### src/ctrl_regs_pkg.sv
package ctrl_regs_pkg;

	// ------------------------------------------------------------
	// register map
	// ------------------------------------------------------------
	localparam logic [7:0] BOOST_THERMAL_OFFSET = 8'h06;
	localparam logic [7:0] MISC_OP_OFFSET       = 8'h07;
	localparam logic [7:0] BOOST_THERMAL_RESET  = 8'h73;
	localparam logic [7:0] MISC_OP_RESET        = 8'h4b;

	// ------------------------------------------------------------
	// field positions
	// ------------------------------------------------------------
	localparam int BOOST_VOLTAGE_CODE_LSB       = 4;
	localparam int BHOT_LSB         = 2;
	localparam int THERMAL_REG_THRESHOLD_LSB         = 0;
	localparam int FORCE_DETECT_BIT = 7;
	localparam int HALF_RATE_BIT    = 6;
	localparam int SWITCH_OFF_BIT   = 5;
	localparam int CHG_INT_EN_BIT   = 1;
	localparam int BAT_INT_EN_BIT   = 0;

	// ------------------------------------------------------------
	// analog codes
	// ------------------------------------------------------------
	localparam int BOOST_BASE_MV    = 4550;
	localparam int BOOST_STEP_MV    = 64;
	localparam logic [1:0] HOT_LEVEL_33  = 2'h0;
	localparam logic [1:0] HOT_LEVEL_36  = 2'h1;
	localparam logic [1:0] HOT_LEVEL_30  = 2'h2;
	localparam logic [1:0] HOT_PROT_OFF  = 2'h3;

	typedef enum logic [1:0] {
		DET_IDLE,
		DET_RUN
	} detect_state_e;

endpackage : ctrl_regs_pkg

### src/source_detect_seq.sv
`timescale 1ns/1ns
`default_nettype none

// one pending detection request, finished by the detector's done strobe
module source_detect_seq (
	input  wire logic clk,
	input  wire logic rst,
	input  wire logic start,
	input  wire logic input_present,
	input  wire logic detect_done,
	output var  logic detect_start,
	output var  logic busy
);
	import ctrl_regs_pkg::*;

	detect_state_e state_reg;

	always_ff @(posedge clk or posedge rst) begin
		if (rst) begin
			state_reg    <= DET_IDLE;
			detect_start <= 1'b0;
		end else begin
			detect_start <= 1'b0;
			unique case (state_reg)
				DET_IDLE: begin
					if (start && input_present) begin
						state_reg    <= DET_RUN;
						detect_start <= 1'b1;
					end
				end
				DET_RUN: begin
					if (detect_done) begin
						state_reg <= DET_IDLE;
					end
				end
				default: state_reg <= DET_IDLE;
			endcase
		end
	end

	assign busy = (state_reg == DET_RUN);

endmodule : source_detect_seq

`default_nettype wire

### src/boost_thermal_misc_control_regs.sv
`timescale 1ns/1ns
`default_nettype none

// Notes on behaviour
// - boost voltage code is 4 bits weighted 512/256/128/64 mV over 4.55 V, reset 0111.
// - hot select 00/01/10 picks 33%/36%/30% of the regulator rail, 11 disables protection.
// - with hot select 11 boost keeps running and the thermistor fault uses the 33% level.
// - thermal regulation select 00..11 means 60/80/100/120 C, reset 11.
// - writing 1 to bit 7 starts source detection with input present; it clears when done.
// - bit 6 set halves the safety timer rate during power limiting or thermal regulation.
// - bit 5 set forces the battery switch off; 0 lets it turn on.
// - bit 1 lets a charge fault raise the interrupt.
// - bit 0 lets a battery fault raise the interrupt.
// - the misc register resets to 01001011.
module boost_thermal_misc_control_regs (
	input  wire logic       clk,
	input  wire logic       rst,
	input  wire logic       wr_en,
	input  wire logic [7:0] wr_addr,
	input  wire logic [7:0] wr_data,
	input  wire logic [7:0] rd_addr,
	output var  logic [7:0] rd_data,
	input  wire logic       input_present,
	input  wire logic       detect_done,
	input  wire logic       boost_mode,
	input  wire logic       thermistor_hot_33,
	input  wire logic       thermistor_hot_36,
	input  wire logic       thermistor_hot_30,
	input  wire logic       input_power_limiting,
	input  wire logic       thermal_regulating,
	input  wire logic       charge_fault,
	input  wire logic       battery_fault,
	output var  logic [3:0] boost_voltage_code,
	output var  logic [1:0] thermal_reg_threshold,
	output var  logic       boost_hot_shutdown,
	output var  logic       thermistor_fault,
	output var  logic       detect_start,
	output var  logic       timer_half_rate,
	output var  logic       battery_switch_off,
	output var  logic       fault_int
);
	import ctrl_regs_pkg::*;

	logic [7:0] boost_thermal_ctrl_reg;
	logic [7:0] misc_operation_ctrl_reg;
	logic       force_set;
	logic       detect_busy;
	logic       detect_start_w;
	logic       seen_busy_reg;
	logic       hot_sel_level;

	// ------------------------------------------------------------
	// register writes
	// ------------------------------------------------------------
	assign force_set = wr_en && (wr_addr == MISC_OP_OFFSET) && wr_data[FORCE_DETECT_BIT];

	always_ff @(posedge clk or posedge rst) begin
		if (rst) begin
			boost_thermal_ctrl_reg <= BOOST_THERMAL_RESET;
		end else if (wr_en && wr_addr == BOOST_THERMAL_OFFSET) begin
			boost_thermal_ctrl_reg <= wr_data;
		end
	end

	// force bit: host write sets, completion clears; a new write wins
	always_ff @(posedge clk or posedge rst) begin
		if (rst) begin
			misc_operation_ctrl_reg <= MISC_OP_RESET;
			seen_busy_reg           <= 1'b0;
		end else begin
			if (wr_en && wr_addr == MISC_OP_OFFSET) begin
				misc_operation_ctrl_reg <= wr_data;
			end
			seen_busy_reg <= force_set ? 1'b0 : (seen_busy_reg | detect_busy);
			if (!force_set && misc_operation_ctrl_reg[FORCE_DETECT_BIT]
			    && (seen_busy_reg || !input_present) && !detect_busy) begin
				misc_operation_ctrl_reg[FORCE_DETECT_BIT] <= 1'b0;
			end
		end
	end

	source_detect_seq u_detect (
		.clk          (clk),
		.rst          (rst),
		.start        (misc_operation_ctrl_reg[FORCE_DETECT_BIT] && !seen_busy_reg),
		.input_present(input_present),
		.detect_done  (detect_done),
		.detect_start (detect_start_w),
		.busy         (detect_busy)
	);

	// ------------------------------------------------------------
	// read path
	// ------------------------------------------------------------
	always_ff @(posedge clk or posedge rst) begin
		if (rst) begin
			rd_data <= 8'h00;
		end else begin
			unique case (rd_addr)
				BOOST_THERMAL_OFFSET: rd_data <= boost_thermal_ctrl_reg;
				MISC_OP_OFFSET:       rd_data <= misc_operation_ctrl_reg;
				default:              rd_data <= 8'h00;
			endcase
		end
	end

	// ------------------------------------------------------------
	// hot threshold selection
	// ------------------------------------------------------------
	always_comb begin
		unique case (boost_thermal_ctrl_reg[BHOT_LSB +: 2])
			HOT_LEVEL_36: hot_sel_level = thermistor_hot_36;
			HOT_LEVEL_30: hot_sel_level = thermistor_hot_30;
			HOT_LEVEL_33, HOT_PROT_OFF: hot_sel_level = thermistor_hot_33;
		endcase
	end

	// ------------------------------------------------------------
	// outputs
	// ------------------------------------------------------------
	always_ff @(posedge clk or posedge rst) begin
		if (rst) begin
			boost_voltage_code    <= BOOST_THERMAL_RESET[BOOST_VOLTAGE_CODE_LSB +: 4];
			thermal_reg_threshold <= BOOST_THERMAL_RESET[THERMAL_REG_THRESHOLD_LSB +: 2];
			boost_hot_shutdown    <= 1'b0;
			thermistor_fault      <= 1'b0;
			detect_start          <= 1'b0;
			timer_half_rate       <= 1'b0;
			battery_switch_off    <= 1'b0;
			fault_int             <= 1'b0;
		end else begin
			boost_voltage_code    <= boost_thermal_ctrl_reg[BOOST_VOLTAGE_CODE_LSB +: 4];
			thermal_reg_threshold <= boost_thermal_ctrl_reg[THERMAL_REG_THRESHOLD_LSB +: 2];
			// protection off: boost never shut down, fault still at 33%
			boost_hot_shutdown <= boost_mode && hot_sel_level
				&& (boost_thermal_ctrl_reg[BHOT_LSB +: 2] != HOT_PROT_OFF);
			thermistor_fault   <= boost_mode && hot_sel_level;
			detect_start       <= detect_start_w;
			timer_half_rate    <= misc_operation_ctrl_reg[HALF_RATE_BIT]
				&& (input_power_limiting || thermal_regulating);
			battery_switch_off <= misc_operation_ctrl_reg[SWITCH_OFF_BIT];
			fault_int <= (charge_fault && misc_operation_ctrl_reg[CHG_INT_EN_BIT])
				|| (battery_fault && misc_operation_ctrl_reg[BAT_INT_EN_BIT]);
		end
	end

	// ------------------------------------------------------------
	// checks
	// ------------------------------------------------------------
	a_misc_reset_value: assert property (@(posedge clk)
		$fell(rst) |-> misc_operation_ctrl_reg == MISC_OP_RESET)
		else $error("misc register reset value wrong");

	a_boost_code_follow: assert property (@(posedge clk) disable iff (rst)
		wr_en && wr_addr == BOOST_THERMAL_OFFSET
		|-> ##2 boost_voltage_code == $past(wr_data[7:4], 2))
		else $error("boost code not applied");

	a_hot_disable_none: assert property (@(posedge clk) disable iff (rst)
		boost_thermal_ctrl_reg[3:2] == 2'h3 |=> !boost_hot_shutdown)
		else $error("shutdown with protection off");

	a_fault_at_first: assert property (@(posedge clk) disable iff (rst)
		boost_thermal_ctrl_reg[3:2] == 2'h3 && boost_mode && thermistor_hot_33
		|=> thermistor_fault)
		else $error("thermistor fault missing");

	a_thermal_reg_threshold_follow: assert property (@(posedge clk) disable iff (rst)
		1'b1 |=> thermal_reg_threshold == $past(boost_thermal_ctrl_reg[1:0]))
		else $error("thermal threshold mismatch");

	a_detect_launch: assert property (@(posedge clk) disable iff (rst)
		force_set && input_present && !detect_busy && !misc_operation_ctrl_reg[7]
		|-> ##3 detect_start)
		else $error("detection not started");

	a_half_rate_gate: assert property (@(posedge clk) disable iff (rst)
		!misc_operation_ctrl_reg[6] |=> !timer_half_rate)
		else $error("half rate without enable");

	a_switch_off: assert property (@(posedge clk) disable iff (rst)
		misc_operation_ctrl_reg[5] |=> battery_switch_off)
		else $error("battery switch not forced off");

	a_chg_int_mask: assert property (@(posedge clk) disable iff (rst)
		charge_fault && misc_operation_ctrl_reg[1] |=> fault_int)
		else $error("charge fault interrupt missing");

	a_bat_int_mask: assert property (@(posedge clk) disable iff (rst)
		battery_fault && !charge_fault && !misc_operation_ctrl_reg[0] |=> !fault_int)
		else $error("masked battery fault interrupted");

	a_bat_int_pass: assert property (@(posedge clk) disable iff (rst)
		battery_fault && misc_operation_ctrl_reg[BAT_INT_EN_BIT] |=> fault_int)
		else $error("battery fault interrupt missing");

	a_chg_int_block: assert property (@(posedge clk) disable iff (rst)
		charge_fault && !battery_fault && !misc_operation_ctrl_reg[CHG_INT_EN_BIT]
		|=> !fault_int)
		else $error("masked charge fault interrupted");

	a_half_rate_on: assert property (@(posedge clk) disable iff (rst)
		misc_operation_ctrl_reg[HALF_RATE_BIT] && (input_power_limiting || thermal_regulating)
		|=> timer_half_rate)
		else $error("half rate missing");

	a_switch_allow: assert property (@(posedge clk) disable iff (rst)
		!misc_operation_ctrl_reg[SWITCH_OFF_BIT] |=> !battery_switch_off)
		else $error("battery switch forced off without request");

	a_hot_shutdown_33: assert property (@(posedge clk) disable iff (rst)
		boost_thermal_ctrl_reg[3:2] == HOT_LEVEL_33 && boost_mode && thermistor_hot_33
		|=> boost_hot_shutdown)
		else $error("no shutdown at first hot level");

	a_hot_shutdown_30: assert property (@(posedge clk) disable iff (rst)
		boost_thermal_ctrl_reg[3:2] == HOT_LEVEL_30 && boost_mode && thermistor_hot_30
		|=> boost_hot_shutdown)
		else $error("no shutdown at third hot level");

	a_detect_clear: assert property (@(posedge clk) disable iff (rst)
		misc_operation_ctrl_reg[FORCE_DETECT_BIT] && !input_present && !force_set
		&& !detect_busy |=> !misc_operation_ctrl_reg[FORCE_DETECT_BIT])
		else $error("force bit kept without input");

	a_detect_pulse: assert property (@(posedge clk) disable iff (rst)
		detect_start |=> !detect_start)
		else $error("detection start longer than one cycle");

endmodule : boost_thermal_misc_control_regs

`default_nettype wire

### config.mk
export PLATFORM = sky130hd
export DESIGN_NAME = boost_thermal_misc_control_regs
export DESIGN_NICKNAME = d
export VERILOG_FILES = /design/src/ctrl_regs_pkg.sv /design/src/source_detect_seq.sv /design/src/boost_thermal_misc_control_regs.sv
export SDC_FILE = /design/constraint.sdc
export NUM_CORES = 1
export LEC_CHECK = 0
export BUFFER_PORTS_ARGS = -buffer_cell sky130_fd_sc_hd__buf_2
export CAP_MARGIN = 40
export CORE_AREA = 2 2 62 64
export CTS_BUF_LIST = sky130_fd_sc_hd__clkbuf_4 sky130_fd_sc_hd__clkbuf_8
export CTS_CLUSTER_SIZE = 20
export DETAILED_ROUTE_END_ITERATION = 8
export DIE_AREA = 0 0 64 66
export GPL_TIMING_DRIVEN = 1
export PLACE_DENSITY = 0.76
export SLEW_MARGIN = 10
export SYNTH_ARGS = -nofsm -noshare
export SYNTH_HDL_FRONTEND = slang
export SYNTH_SLANG_ARGS = --single-unit
### constraint.sdc
create_clock -name clk -period 1.4 [get_ports clk]
set_clock_uncertainty 0.05 [all_clocks]
set_input_delay 0.28 -clock clk [delete_from_list [all_inputs] [get_ports clk]]
set_output_delay 0.28 -clock clk [all_outputs]
set_load 0.02 [all_outputs]
==> flow_metrics.tcl, run 1 <==
set metrics [dict create \
    viasPerCell 4.69 \
    yosys.area.top_type "dfrtp_1" \
    relSlewSlack_pct 80.1 \
    dp.cells 206 \
    timing.reg2reg.setup_slack_ns -0.05 \
    drt_iter0_markers 20 \
    crit_arrival_ns 1.65 \
    core_um2 3550 \
    row_count 22 \
    design_area_um2 1980 \
    netlist_area_um2 1520 \
    area_delta_synth_final_pct 29.7 \
    dp_slack_ns -0.208 \
    cts.root.buffer_cell "clkbuf_4" \
    synth_nets 139 \
    finalCriticalPeriod_ns 1.45 \
    maxCapViolCount 0 \
    min_to "timer_half_rate$_DFF_PP0_" \
    crit_type "register to register" \
    hp-class "input port to register" \
    synth_top_area_share_pct 41.1 \
    total_power_mw 1.99 \
    grt_overflow_total 0 \
    endpoint_kind "register" \
    ctsResizeCount 0 \
    clk_pin_slew_ns 0.11 \
    gp_congestion 0.743 \
    cp-start-kind "register" \
    wl_per_cell_um 12.8 \
    placed_area_um2 1900 \
    hold_viol_final 0 \
    numCtsBuffers 5 \
    ctsLongestPathBuffers 2 \
    synthesis.instances 99 \
    place.port_buffers 56 \
    synthDistinctLibCells 26 \
    yosysWarnings 0 \
    grt_setup_unrepaired "yes" \
    status "finished with violations" \
    tightest_slew_ns 0.298 \
    grt_first_pass_wirelength_um 4510 \
    max_freq_mhz 689 \
    synth_area_leaders "dfrtp_1 41%, dfstp_2 24%, mux2_2 11%" \
    cts_tree "built" \
    crit_fanout 2 \
    r2r-start "boost_thermal_ctrl_reg[2]$_DFFE_PP0P_" \
    r2r_cells 5 \
    yosysSeqAreaShare_pct 65.2 \
    final_layout_size_suffix_gt1_share_pct 61.9 \
    grt_usage_pct 14.9 \
    hold_path_startpoint "input_power_limiting" \
    finalSetupViolations 1 \
    antenna_found_initial 0 \
    finalMaxSlewViolations 0 \
    power_density_nw_per_um2 1010 \
    ys_ff_latch 39 \
    grt_max_degree 40 \
    start_util_pct 42.9 \
    whs_path_depth 2 \
    grt_pass1_vias 1047 \
    vias 1013 \
    worst_slack_ns -0.0507 \
    reg2reg_to "boost_hot_shutdown$_DFF_PP0_" \
    required_ns 1.60 \
    clk_latency_ns 0.35 \
    power.leakage_nw 1.07 \
    ant_nets 0 \
    violations "negative setup slack" \
    final_util_pct 55.7 \
    vdd_ir_drop_max_mv 0.470 \
    finalCritPeriodShare_pct 104 \
    finalNonFillerCells 216 \
    tns_ns -0.0507 \
    die_h_um 66 \
    pin_count 57 \
    drc 0 \
    syn_avg_cell_area_um2 15.4 \
    holdWs_ns 0.0929 \
    drt_first_pass_iters 2 \
    cts_max_level 2 \
    diodes 0 \
    dieArea_um2 4220 \
    wl_um 2750 \
    cts_num_sinks 39 \
    nets 207 \
    die_w_um 64 \
]
[repair_timing]
| item | 4_1_cts | 5_1_grt |
|---|---|---|
| pin swaps | 1 | 0 |
| endpoints found under the setup margin | 1 | 1 |
| hold endpoints to repair | 25 | 0 |
| setup buffers | 1 | 0 |
| cloned | 0 | 0 |
| hold buffers | 1 | 0 |
[cells in the mapped netlist]
master	instances
dfrtp_1	25
mux2_2	15
dfstp_2	14
mux2i_1	9
nor2_1	8
inv_1	5
ha_1	3
nor2b_1	2
a21o_1	1
a221o_1	1
a22o_1	1
and3_1	1
and3b_1	1
and3b_2	1
buf_6	1
clkbuf_1	1
nand2_1	1
nand2b_1	1
nand3_2	1
nor3_1	1
nor4b_4	1
nor4bb_1	1
nor4bb_4	1
o21a_1	1
o21ai_0	1
o22a_2	1
[power breakdown]
part	total, mW	switching [mW]	internal [mW]
Sequential	1.20	0.0199	1.18
Clock	0.584	0.326	0.258
Combinational	0.208	0.0999	0.108
[critical path, cell delays in order (launching register included)]
cell     delay [ns]
dfrtp_1        0.37
inv_1          0.05
ha_1           0.29
a221o_1        0.32
and3_1         0.15
nor2b_1        0.12
[per-layer routing]
layer	vias to the layer above	share of wire [%]	global-route usage [%]	wire [µm]
li1	477	-	-	-
met1	482	36	14.9	1000
met2	46	53	26.4	1460
met3	8	7.4	3.58	204
met4	0	3.2	11.4	88
met5	-	0	0	0
[layout make-up]
type	instances	area [µm²]
well taps	48	60.1
flip-flops and latches	39	993
multi-input cells	53	497
fillers	315	1570
repair buffers	63	348
inverters	5	18.8
clock buffers	8	60.1
[worst max path at each step]
stage / end / slack (ns) / from
after detailed placement: boost_thermal_ctrl_reg[2]$_DFFE_PP0P_ / -0.21 / wr_addr[4]
final: boost_hot_shutdown$_DFF_PP0_ / -0.05 / boost_thermal_ctrl_reg[2]$_DFFE_PP0P_
after global placement: boost_thermal_ctrl_reg[3]$_DFFE_PP0P_ / -0.16 / wr_addr[3]
after global routing: boost_hot_shutdown$_DFF_PP0_ / -0.07 / boost_thermal_ctrl_reg[2]$_DFFE_PP0P_
after CTS: boost_hot_shutdown$_DFF_PP0_ / -0.06 / boost_thermal_ctrl_reg[2]$_DFFE_PP0P_
after floorplan: boost_hot_shutdown$_DFF_PP0_ / -0.0001 / boost_thermal_ctrl_reg[2]$_DFFE_PP0P_
[logic make-up after synthesis]
| family | Yosys count | synth area share [%] |
|---|---|---|
| flops | 39 | 65.2 |
| simple gates | 20 | 9.93 |
| fa+ha+maj | 3 | 2.46 |
| mux | 24 | 17.0 |
| compound gates | 6 | 3.20 |
| buf+inv | 7 | 2.22 |
[cell usage in the layout, fill, tap and decap left out]
cell type	netlist	layout
buf_2	0	56
nor2b_1	2	2
dfrtp_1	25	25
buf_12	0	1
a221o_1	1	1
and3b_1	1	1
mux2_2	15	15
a21o_1	1	1
nand2_1	1	1
o22a_2	1	1
ha_1	3	3
nor2_1	8	8
dlygate4sd3_1	0	1
inv_1	5	5
buf_4	0	5
and3_1	1	1
nor4bb_1	1	1
nor3_1	1	1
o21a_1	1	1
a22o_1	1	1
nand2b_1	1	1
nor4bb_4	1	1
o21ai_0	1	1
nand3_2	1	1
mux2i_1	9	9
nor4b_4	1	1
and3b_2	1	1
clkbuf_4	0	8
dfstp_2	14	14
Power figures use the tool's default switching activity.
==> run 2: changes to the inputs <==
CORE_AREA = 2 2 59 61   (was 2 2 62 64)
CTS_CLUSTER_SIZE = unset   (was 20)
DIE_AREA = 0 0 61 63   (was 0 0 64 66)
PLACE_DENSITY = 0.8   (was 0.76)
clock period = 1.9 ns   (was 1.4 ns; I/O delays follow)
==> run 2 against run 1 <==
  * The flow now finishes without violations
  * Core utilization grew 4.2 points
  * First-iteration DRC count shrank 35%
  * Critical endpoint unchanged
  * Die area fell by 9.0%
  * Via count is 2.5% lower
  * Highest routed layer unchanged
  * Non-clock buffer count down 6
  * Largest power group unchanged
==> flow_metrics.tcl, run 2 (synthesized netlist as in run 1, its figures left out) <==
set metrics [dict create \
    grt_first_pass_wirelength_um 4440 \
    hpwlAfterDp_um 1990 \
    nets 201 \
    diodes 0 \
    ant_nets 0 \
    maxCapViolCount 0 \
    crit_arrival_ns 1.75 \
    crit_type "register to register" \
    row_count 21 \
    finalSetupViolations 0 \
    grt_max_degree 40 \
    r2r_cells 5 \
    required_ns 2.10 \
    grt_pass1_vias 1033 \
    viasPerCell 4.75 \
    power.leakage_nw 1.04 \
    timing.reg2reg.setup_slack_ns 0.35 \
    grt_setup_unrepaired "no" \
    final_common_cell "buf_2" \
    finalCriticalPeriod_ns 1.55 \
    status "finished, final reports clean" \
    drt_iter0_markers 13 \
    drc 0 \
    tns_ns 0 \
    cts_num_sinks 39 \
    hp-class "input port to async pin" \
    area_delta_synth_final_pct 27.0 \
    cts.root.buffer_cell "clkbuf_4" \
    startpoint "boost_thermal_ctrl_reg[2]$_DFFE_PP0P_" \
    grt_overflow_total 0 \
    ctsResizeCount 0 \
    die_w_um 61 \
    cp_slowest_cell "dfrtp_1" \
    finalNonFillerCells 208 \
    place.port_buffers 56 \
    wl_um 2650 \
    max_freq_mhz 646 \
    die_h_um 63 \
    cp-start-kind "register" \
    start_util_pct 47.2 \
    dp.cells 200 \
    numCtsBuffers 5 \
    ctsLongestPathBuffers 2 \
    vdd_ir_drop_max_mv 0.377 \
    vias 988 \
    grt_usage_pct 16.4 \
    final_layout_size_suffix_gt1_share_pct 61.1 \
    drt_first_pass_iters 2 \
    cts_tree "built" \
    antenna_found_initial 0 \
    finalCritPeriodShare_pct 81.5 \
    crit_chain "inv_1 -> ha_1 -> a221o_1 -> and3_1 -> nor2b_1" \
    design_area_um2 1940 \
    cts_max_level 2 \
    cts_setup_buffers 0 \
    wl_per_cell_um 12.8 \
    clk_pin_slew_ns 0.12 \
    max_stage_delay_ns 0.43 \
    crit_fanout 5 \
    placed_area_um2 1850 \
    clk_latency_ns 0.35 \
    mostFrequentLayoutCells "56 x buf_2, 25 x dfrtp_1, 15 x mux2_2, 14 x dfstp_2, 9 x mux2i_1" \
    finalMaxSlewViolations 0 \
    r2r-start "boost_thermal_ctrl_reg[2]$_DFFE_PP0P_" \
    endpoint_kind "register" \
    pin_count 57 \
    tightest_slew_ns 0.458 \
    hold_viol_final 0 \
    cts_hold_buf 0 \
    relSlewSlack_pct 69.5 \
    power_density_nw_per_um2 815 \
    core_um2 3230 \
    dieArea_um2 3840 \
    gp_congestion 0.718 \
]
[run 2: final cells by class]
class | instances | area (µm²)
clock inverters | 3 | 43.8
flip-flops and latches | 39 | 993
well taps | 46 | 57.6
inverters | 5 | 18.8
multi-input cells | 53 | 497
repair buffers | 57 | 288
clock buffers | 5 | 37.5
fillers | 274 | 1300
[run 2: routing by layer]
layer | share of wire, % | up-vias | track usage, %
li1 | - | 464 | -
met1 | 38 | 472 | 17.9
met2 | 52 | 45 | 27.3
met3 | 8.1 | 7 | 4.55
met4 | 2.5 | 0 | 9.78
met5 | 0 | - | 0
[run 2: worst max-delay path, delay by kind of cell (launching register included)]
kind | cells | cell delay (ns)
flip-flops | 1 | 0.43
buffers and inverters | 1 | 0.06
AND/OR/NAND/NOR | 2 | 0.30
adder cells (fa/ha/maj) | 1 | 0.30
AO/OA/AOI/OAI | 1 | 0.31
[run 2: worst paths after layout]
path / endpoint
max in group asynchronous: boost_thermal_ctrl_reg[1]$_DFFE_PP1P_
min in group clk: timer_half_rate$_DFF_PP0_
hold / removal: rd_data[7]$_DFF_PP0_
hold reg to reg: detect_start$_DFF_PP0_
setup reg to reg: boost_hot_shutdown$_DFF_PP0_
setup / recovery: boost_hot_shutdown$_DFF_PP0_
[run 2: per-stage QoR]
stage                     power [mW]  setup slack [ns]  utilization (%)  hold WS, ns
final                           1.58             0.352             59.9       0.0569
after floorplan                0.975             0.411                -        0.281
after global placement          1.04             0.242             57.4        0.284
after CTS                       1.59             0.338             59.9       0.0591
after global routing            1.64             0.281             59.9       0.0982
after detailed placement        1.04             0.181             57.4        0.293
[run 2: report_power, final]
part	switching (mW)	leakage, nW	total [mW]	internal, mW
logic	0.0692	0.509	0.139	0.0701
registers	0.0164	0.490	0.887	0.871
clock network	0.274	0.0452	0.550	0.277
